## config.mk

```make
export PLATFORM = sky130hd
export DESIGN_NAME = ifr_router
export DESIGN_NICKNAME = d
export VERILOG_FILES = /design/src/design/ifr_pkg.sv /design/src/design/ifr_router.sv
export SDC_FILE = /design/constraint.sdc
export NUM_CORES = 1
export LEC_CHECK = 0
export BUFFER_PORTS_ARGS = -buffer_cell sky130_fd_sc_hd__buf_2
export CAP_MARGIN = 20
export CORE_ASPECT_RATIO = 0.9
export CORE_MARGIN = 2
export CORE_UTILIZATION = 47
export DETAILED_ROUTE_END_ITERATION = 8
export PLACE_DENSITY = 0.68
export SLEW_MARGIN = 20
export SYNTH_ARGS = -nofsm -noshare
export SYNTH_HDL_FRONTEND = slang
export SYNTH_SLANG_ARGS = --single-unit
```

## constraint.sdc

```tcl
create_clock -name ref_clk -period 2.9 [get_ports ref_clk]
set_input_delay 0.145 -clock ref_clk [delete_from_list [all_inputs] [get_ports ref_clk]]
set_output_delay 0.145 -clock ref_clk [all_outputs]
set_load 0.005 [all_outputs]
```

## src/design/ifr_pkg.sv

```systemverilog
// Shared constants and types for the input function router
package ifr_pkg;

   localparam int IFR_NTERM = 7;
   localparam int IFR_CODE_W = 6;

   // Assignment codes
   localparam logic [5:0] IFR_CODE_NONE = 6'h00;
   localparam logic [5:0] IFR_CODE_FWD = 6'h01;
   localparam logic [5:0] IFR_CODE_REV = 6'h02;
   localparam logic [5:0] IFR_CODE_STOP = 6'h13;
   localparam logic [5:0] IFR_CODE_BRAKE = 6'h14;
   localparam logic [5:0] IFR_CODE_EXTF = 6'h15;
   localparam logic [5:0] IFR_CODE_HEAT = 6'h16;
   localparam logic [5:0] IFR_CODE_ALARM = 6'h18;
   localparam logic [5:0] IFR_CODE_LOCK = 6'h1b;
   localparam logic [5:0] IFR_CODE_GEN0 = 6'h20;
   localparam logic [5:0] IFR_CODE_OPS0 = 6'h30;
   localparam logic [5:0] IFR_CODE_TORQ = 6'h36;

   // Reset values, terminal zero in the lowest slot
   localparam logic [6:0][5:0] IFR_SEL_RST =
      {6'h16, 6'h14, 6'h18, 6'h30, 6'h13, 6'h02, 6'h01};
   localparam logic [6:0] IFR_CFG_RST = 7'h00;
   localparam logic [3:0] IFR_NET_RST = 4'h0;

   // Byte offsets; select register k sits at IFR_OFF_SEL0 + 4*k
   localparam logic [5:0] IFR_OFF_SEL0 = 6'h00;
   localparam logic [5:0] IFR_OFF_CFG = 6'h1c;
   localparam logic [5:0] IFR_OFF_NET = 6'h20;
   localparam logic [5:0] IFR_OFF_PIN = 6'h24;
   localparam logic [5:0] IFR_OFF_FUNC = 6'h28;

   // Network source register fields
   localparam int IFR_NET_LOCK_EN = 0;
   localparam int IFR_NET_LOCK_VAL = 1;
   localparam int IFR_NET_TORQ_EN = 2;
   localparam int IFR_NET_TORQ_VAL = 3;

   // Pin status register fields
   localparam int IFR_PIN_RAW = 0;
   localparam int IFR_PIN_ACT = 8;
   localparam int IFR_PIN_TEST = 16;

   typedef struct packed {
      logic [15:0] general_bits;
      logic [3:0] op_select;
      logic test_halt;
      logic torque_cap_disable;
      logic tool_lock_release;
      logic alarm_clear;
      logic overheat_halt;
      logic external_fault;
      logic brake_release;
      logic stop_mode;
      logic backward_run;
      logic forward_run;
   } ifr_func_t;

endpackage : ifr_pkg

```

## src/design/ifr_router.sv

```systemverilog
// Input terminal to internal function router with Avalon-MM registers
//
// Added by the designer: the Avalon-MM register port and the register addresses.
`timescale 1ns/1ns
`default_nettype none

module ifr_router #(
   parameter int NTERM = ifr_pkg::IFR_NTERM
) (
   input wire logic ref_clk,
   input wire logic nrst,
   input wire logic [NTERM-1:0] term_in,
   input wire logic test_mode_in,
   input wire logic [5:0] avs_address,
   input wire logic avs_read,
   input wire logic avs_write,
   input wire logic [31:0] avs_writedata,
   output logic [31:0] avs_readdata,
   output logic avs_waitrequest,
   output var ifr_pkg::ifr_func_t func_out
);

   // The checks below look at terminals zero and three
   if (NTERM < 4 || NTERM > ifr_pkg::IFR_NTERM) begin : g_bad_nterm
      $error("NTERM must lie between 4 and 7");
   end

   ////////////////////////////////////////////////////////////////////////
   // Pin synchronisers

   logic [NTERM-1:0] term_meta;
   logic [NTERM-1:0] term_sync;
   logic test_meta;
   logic test_sync;

   always_ff @(posedge ref_clk or negedge nrst) begin
      if (!nrst) begin
         term_meta <= '0;
         term_sync <= '0;
         test_meta <= 1'b0;
         test_sync <= 1'b0;
      end else begin
         term_meta <= term_in;
         term_sync <= term_meta;
         test_meta <= test_mode_in;
         test_sync <= test_meta;
      end
   end

   ////////////////////////////////////////////////////////////////////////
   // Register file

   logic [NTERM-1:0][5:0] sel;
   logic [NTERM-1:0] contact_cfg;
   logic [3:0] net_src;
   logic wait_q;

   // Request is answered one cycle after it is first seen
   wire req = avs_read | avs_write;
   wire accept = req & ~wait_q;
   wire wr_now = accept & avs_write;
   wire [3:0] word_idx = avs_address[5:2];
   wire is_sel = (word_idx < 4'(NTERM));
   wire is_cfg = (avs_address == ifr_pkg::IFR_OFF_CFG);
   wire is_net = (avs_address == ifr_pkg::IFR_OFF_NET);
   wire is_pin = (avs_address == ifr_pkg::IFR_OFF_PIN);
   wire is_func = (avs_address == ifr_pkg::IFR_OFF_FUNC);

   always_ff @(posedge ref_clk or negedge nrst) begin
      if (!nrst) begin
         wait_q <= 1'b1;
      end else begin
         wait_q <= ~(req & wait_q);
      end
   end

   genvar gk;
   generate
      for (gk = 0; gk < NTERM; gk++) begin : g_sel
         always_ff @(posedge ref_clk or negedge nrst) begin
            if (!nrst) begin
               sel[gk] <= ifr_pkg::IFR_SEL_RST[gk];
            end else if (wr_now && is_sel && word_idx == 4'(gk)) begin
               sel[gk] <= avs_writedata[5:0];
            end
         end
      end
   endgenerate

   always_ff @(posedge ref_clk or negedge nrst) begin
      if (!nrst) begin
         contact_cfg <= ifr_pkg::IFR_CFG_RST[NTERM-1:0];
         net_src <= ifr_pkg::IFR_NET_RST;
      end else if (wr_now && is_cfg) begin
         contact_cfg <= avs_writedata[NTERM-1:0];
      end else if (wr_now && is_net) begin
         net_src <= avs_writedata[3:0];
      end
   end

   ////////////////////////////////////////////////////////////////////////
   // Routing

   // Sense inversion first so duplicates combine on true function levels
   wire [NTERM-1:0] act = term_sync ^ contact_cfg;

   function automatic logic any_on(input logic [NTERM-1:0][5:0] s,
                                   input logic [NTERM-1:0] a,
                                   input logic [5:0] c);
      any_on = 1'b0;
      for (int i = 0; i < NTERM; i++) begin
         if (s[i] == c && a[i]) begin
            any_on = 1'b1;
         end
      end
   endfunction : any_on

   function automatic logic is_used(input logic [NTERM-1:0][5:0] s,
                                    input logic [5:0] c);
      is_used = 1'b0;
      for (int i = 0; i < NTERM; i++) begin
         if (s[i] == c) begin
            is_used = 1'b1;
         end
      end
   endfunction : is_used

   function automatic logic all_on(input logic [NTERM-1:0][5:0] s,
                                   input logic [NTERM-1:0] a,
                                   input logic [5:0] c);
      all_on = 1'b1;
      for (int i = 0; i < NTERM; i++) begin
         if (s[i] == c && !a[i]) begin
            all_on = 1'b0;
         end
      end
   endfunction : all_on

   // Code zero matches no function code, so unused terminals fall out
   wire fwd_lvl = any_on(sel, act, ifr_pkg::IFR_CODE_FWD);
   wire rev_lvl = any_on(sel, act, ifr_pkg::IFR_CODE_REV);
   wire stop_lvl = any_on(sel, act, ifr_pkg::IFR_CODE_STOP);
   wire brake_lvl = any_on(sel, act, ifr_pkg::IFR_CODE_BRAKE);
   wire alarm_lvl = any_on(sel, act, ifr_pkg::IFR_CODE_ALARM);

   // Normally closed stops: halt while assigned and no terminal is on
   wire heat_halt = is_used(sel, ifr_pkg::IFR_CODE_HEAT) &
      ~any_on(sel, act, ifr_pkg::IFR_CODE_HEAT);
   wire extf_halt = is_used(sel, ifr_pkg::IFR_CODE_EXTF) &
      ~any_on(sel, act, ifr_pkg::IFR_CODE_EXTF);

   // Tool lock and torque cap: AND of every source, ON when none
   wire lock_dir = is_used(sel, ifr_pkg::IFR_CODE_LOCK);
   wire lock_net = net_src[ifr_pkg::IFR_NET_LOCK_EN];
   wire lock_lvl = (~lock_dir | all_on(sel, act, ifr_pkg::IFR_CODE_LOCK))
      & (~lock_net | net_src[ifr_pkg::IFR_NET_LOCK_VAL]);
   wire torq_dir = is_used(sel, ifr_pkg::IFR_CODE_TORQ);
   wire torq_net = net_src[ifr_pkg::IFR_NET_TORQ_EN];
   wire torq_lvl = (~torq_dir | all_on(sel, act, ifr_pkg::IFR_CODE_TORQ))
      & (~torq_net | net_src[ifr_pkg::IFR_NET_TORQ_VAL]);
   // With no source at all both terms above reduce to one
   wire lock_free = ~lock_dir & ~lock_net;
   wire torq_free = ~torq_dir & ~torq_net;

   logic [15:0] gen_lvl;
   logic [3:0] ops_lvl;
   genvar gj;
   generate
      for (gj = 0; gj < 16; gj++) begin : g_gen
         assign gen_lvl[gj] = any_on(sel, act,
            ifr_pkg::IFR_CODE_GEN0 + 6'(gj));
      end
      for (gj = 0; gj < 4; gj++) begin : g_ops
         assign ops_lvl[gj] = any_on(sel, act,
            ifr_pkg::IFR_CODE_OPS0 + 6'(gj));
      end
   endgenerate

   ////////////////////////////////////////////////////////////////////////
   // Alarm clear edge and test mode halt

   logic alarm_prev;
   logic halt_q;

   wire alarm_fall = alarm_prev & ~alarm_lvl;
   // Set wins over clear; clearing needs test, forward and reverse all off
   wire next_halt = (test_sync & (fwd_lvl | rev_lvl)) |
      (halt_q & (test_sync | fwd_lvl | rev_lvl));

   always_ff @(posedge ref_clk or negedge nrst) begin
      if (!nrst) begin
         alarm_prev <= 1'b0;
         halt_q <= 1'b0;
      end else begin
         alarm_prev <= alarm_lvl;
         halt_q <= next_halt;
      end
   end

   ifr_pkg::ifr_func_t next_func;

   always_comb begin
      next_func = '0;
      next_func.forward_run = fwd_lvl;
      next_func.backward_run = rev_lvl;
      next_func.stop_mode = stop_lvl;
      next_func.brake_release = brake_lvl;
      next_func.external_fault = extf_halt;
      next_func.overheat_halt = heat_halt;
      next_func.alarm_clear = alarm_fall;
      next_func.tool_lock_release = lock_lvl | lock_free;
      next_func.torque_cap_disable = torq_lvl | torq_free;
      next_func.test_halt = next_halt;
      next_func.op_select = ops_lvl;
      next_func.general_bits = gen_lvl;
   end

   always_ff @(posedge ref_clk or negedge nrst) begin
      if (!nrst) begin
         func_out <= '0;
      end else begin
         func_out <= next_func;
      end
   end

   ////////////////////////////////////////////////////////////////////////
   // Read path; select words decode on address bits 5:2 only, other unmapped addresses read zero

   logic [31:0] next_rdata;

   always_comb begin
      next_rdata = '0;
      if (is_sel) begin
         next_rdata[5:0] = sel[word_idx[2:0]];
      end else if (is_cfg) begin
         next_rdata[NTERM-1:0] = contact_cfg;
      end else if (is_net) begin
         next_rdata[3:0] = net_src;
      end else if (is_pin) begin
         next_rdata[ifr_pkg::IFR_PIN_RAW +: NTERM] = term_sync;
         next_rdata[ifr_pkg::IFR_PIN_ACT +: NTERM] = act;
         next_rdata[ifr_pkg::IFR_PIN_TEST] = test_sync;
      end else if (is_func) begin
         next_rdata[$bits(ifr_pkg::ifr_func_t)-1:0] = func_out;
      end
   end

   always_ff @(posedge ref_clk or negedge nrst) begin
      if (!nrst) begin
         avs_readdata <= '0;
      end else if (avs_read && wait_q) begin
         avs_readdata <= next_rdata;
      end
   end

   assign avs_waitrequest = wait_q;
endmodule : ifr_router

`default_nettype wire

```

==> flow_metrics.py <==
metrics = {
    "synthesis": {
        "syn_area_um2": 7666,
        "synth.distinct_cells": 73,
        "synth_edf_count": 0,
        "synth_area_leaders": "dfrtp_1 (38%), mux2_2 (7.8%), dfstp_2 (5.1%), a22o_1 (3.0%), nand2_1 (2.9%)",
        "synth_top_area_cell": "dfrtp_1",
        "yosys_register_bits": 131,
        "ys.flop_type": "dfrtp_1",
        "async_reset_ff_share_pct": 100.0,
        "synth_top_area_share_pct": 37.87,
        "syn_inst": 781,
        "syn_avg_cell_area_um2": 9.816,
        "ys_seq_area_share_pct": 43.01,
        "ys_warn_count": 0,
    },
    "route": {
        "drc_errors": 0,
        "wl_per_cell_um": 27.19,
        "routed_via_density": 6.670,
        "drt_iter0_markers": 808,
        "vias": 7404,
        "wl_mm": 30.19,
        "firstDrtPassIters": 5,
        "ant_nets": 0,
    },
    "grt": {
        "grt_usage_pct": 35.30,
        "grt.overflow.total": 0,
        "grt_max_degree": 71,
        "grt_pass1_vias": 7206,
        "antenna_found_initial": 0,
        "grt_pass1_wl_mm": 45.42,
    },
    "finish": {
        "multiInputGateArea_um2": 4131,
        "layout.nets": 940,
        "final_cell_mix": "dfrtp_1 (116), buf_2 (84), nand2_1 (59)",
        "diodes": 0,
        "layout_commonest_cell": "dfrtp_1",
        "nFillCells": 1434,
        "seq_area_um2": 3297,
        "drive_gt1_share_pct": 27.69,
        "area_growth_pct": 19.50,
    },
    "floorplanning": {
        "start_util_pct": 47.69,
        "std_cell_rows": 44,
        "core_um2": 16080,
        "dieArea_um2": 17350,
        "io_pins": 113,
        "die-height_um": 125.2,
        "die_w_um": 138.6,
    },
    "power": {
        "irDropWorstVdd_mv": 0.6443,
        "total_power_w": 0.006403,
        "p_per_area_nw_per_um2": 698.9,
        "leakage_nw": 4.030,
    },
    "worst_setup_path": {
        "cp-end-kind": "flip-flop",
        "cp.required_ns": 3.22,
        "cp_max_fo": 14,
        "cp-start-kind": "flip-flop",
        "cp.arrival_ns": 2.71,
        "slowest_delay_ns": 0.78,
        "crit_type": "flip-flop to flip-flop",
        "path_cells": "or4b_1 -> nor4_1 -> a2111o_1 -> or4b_4 -> o311a_1",
        "crit_slowest_cell": "dfrtp_1",
    },
    "sta": {
        "finalSetupTns_ns": 0,
        "drv_slew": 0,
        "max_freq_ghz": 0.4176,
        "finalCritPeriodShare_pct": 82.58,
        "period_needed_ns": 2.395,
        "setup_violations": 0,
        "tightest_slew_ns": 1.103,
        "finalClockSkew_ns": 0.008275,
        "rsz0062_at_grt": "false",
        "finalHoldViolations": 0,
        "slew_headroom_pct": 25.87,
    },
    "flow_run": {
        "maxCapViolations": 0,
    },
    "clocking": {
        "postCtsSetupBuffers": 0,
        "cts.clk_slew.worst_paths_ns": 0.06,
        "cts_root_buffer": "clkbuf_16",
        "clk_path_buf_depth": 2,
        "clock-sinks": 131,
        "clock_latency_ns": 0.43,
        "cts_max_level": 4,
        "cts_inserted_buffers": 17,
        "cts_tree": "yes",
    },
    "placement": {
        "place_congestion": 1.039,
        "dp_hpwl_mm": 22.44,
        "io_buffer_count": 85,
    },
    "min_path": {
        "hold_class": "input pin to flip-flop",
    },
    "run_status": {
        "status": "finished clean",
    },
}
## worst max-delay path, delay by kind of cell (launching register included)
family	cells	cell delay [ns]
DFF	1	0.78
AOI/OAI and AO/OA	2	0.69
and+or+nand+nor	3	0.80
## synth_stat cells (13+ instances only)
library cell  count
dfstp_2          15
nor2b_1          32
nand3_1          31
nand2_1          59
nand4_1          13
o21ai_0          17
a21oi_1          20
and2_1           13
nor4_1           23
nand2b_1         30
nor3_1           40
clkbuf_1         34
a22o_1           26
a31oi_1          15
nor2_1           52
and3_1           13
dfrtp_1         116
mux2_2           53
a22oi_1          14
## cell families after synthesis
logic type	after synthesis	synth area share [%]
mux	65	10.17
flops	131	43.01
other cells	1	0.04892
compound gates	163	15.57
simple gates	351	25.93
xor+xnor	13	2.122
buf+inv	57	3.150
## state kept, by name, summed over array words and instances, names as in the netlist
| signal | count |
|---|---|
| alarm_prev | 1 |
| avs_readdata | 30 |
| avs_waitrequest | 1 |
| contact_cfg | 7 |
| func_out | 30 |
| net_src | 4 |
| sel | 42 |
| term_meta | 7 |
| term_sync | 7 |
| test_meta | 1 |
| test_sync | 1 |
## per-stage QoR
stage	instances	utilization, %	instance area [um^2]	worst slack [ns]	hold slack [ns]
after global placement	1066	52.62	8458	0.5735	0.1962
final	1110	56.99	9161	0.5051	0.03525
after global routing	1110	56.99	9161	0.4528	0.05552
after CTS	1110	56.99	9161	0.5355	0.009914
after floorplan	782	-	7670	0.7537	-0.1506
after detailed placement	1066	52.62	8458	0.5550	0.2060
## routing by layer
layer / GRT usage, % / wire length (um) / vias up
met5: 0 / 0 / -
met4: 17.05 / 1430 / 0
met3: 9.039 / 3396 / 97
met2: 52.36 / 13080 / 519
met1: 48.56 / 12280 / 3610
li1: - / - / 3178
## worst paths after layout
kind | startpoint | to | slack, ns | depth (start not counted)
setup / recovery | sel[2]$_DFFE_PN0P_ | func_out[9]$_DFF_PN0_ | 0.51 | 5
hold / removal | avs_read | avs_readdata[3]$_DFFE_PN0P_ | 0.04 | 3
setup reg to reg | sel[2]$_DFFE_PN0P_ | func_out[9]$_DFF_PN0_ | 0.51 | 5
hold reg to reg | term_meta[3]$_DFF_PN0_ | term_sync[3]$_DFF_PN0_ | 0.34 | 0
max in group asynchronous | nrst | sel[23]$_DFFE_PN1P_ | 1.86 | 3
min in group asynchronous | nrst | avs_readdata[25]$_DFFE_PN0P_ | 0.30 | 2
## where the power goes
group,switching (W),internal [W]
sequential,0.000450,0.00210
combinational,0.00106,0.000648
clock,0.000872,0.00128
total,0.00238,0.00403
## what timing repair did
item	in CTS	in global routing
hold endpoints to repair	76	0
hold buffers	12	0
gates resized for setup	0	0
## cell type report
cell class | count | share of cell area [%]
Multi-Input combinational cell | 594 | 45.10
Sequential cell | 131 | 35.99
Timing Repair Buffer | 135 | 9.273
Clock buffer | 19 | 4.725
Tap cell | 207 | 2.827
Clock inverter | 13 | 1.639
Inverter | 11 | 0.4507
Power figures use the tool's default switching activity.
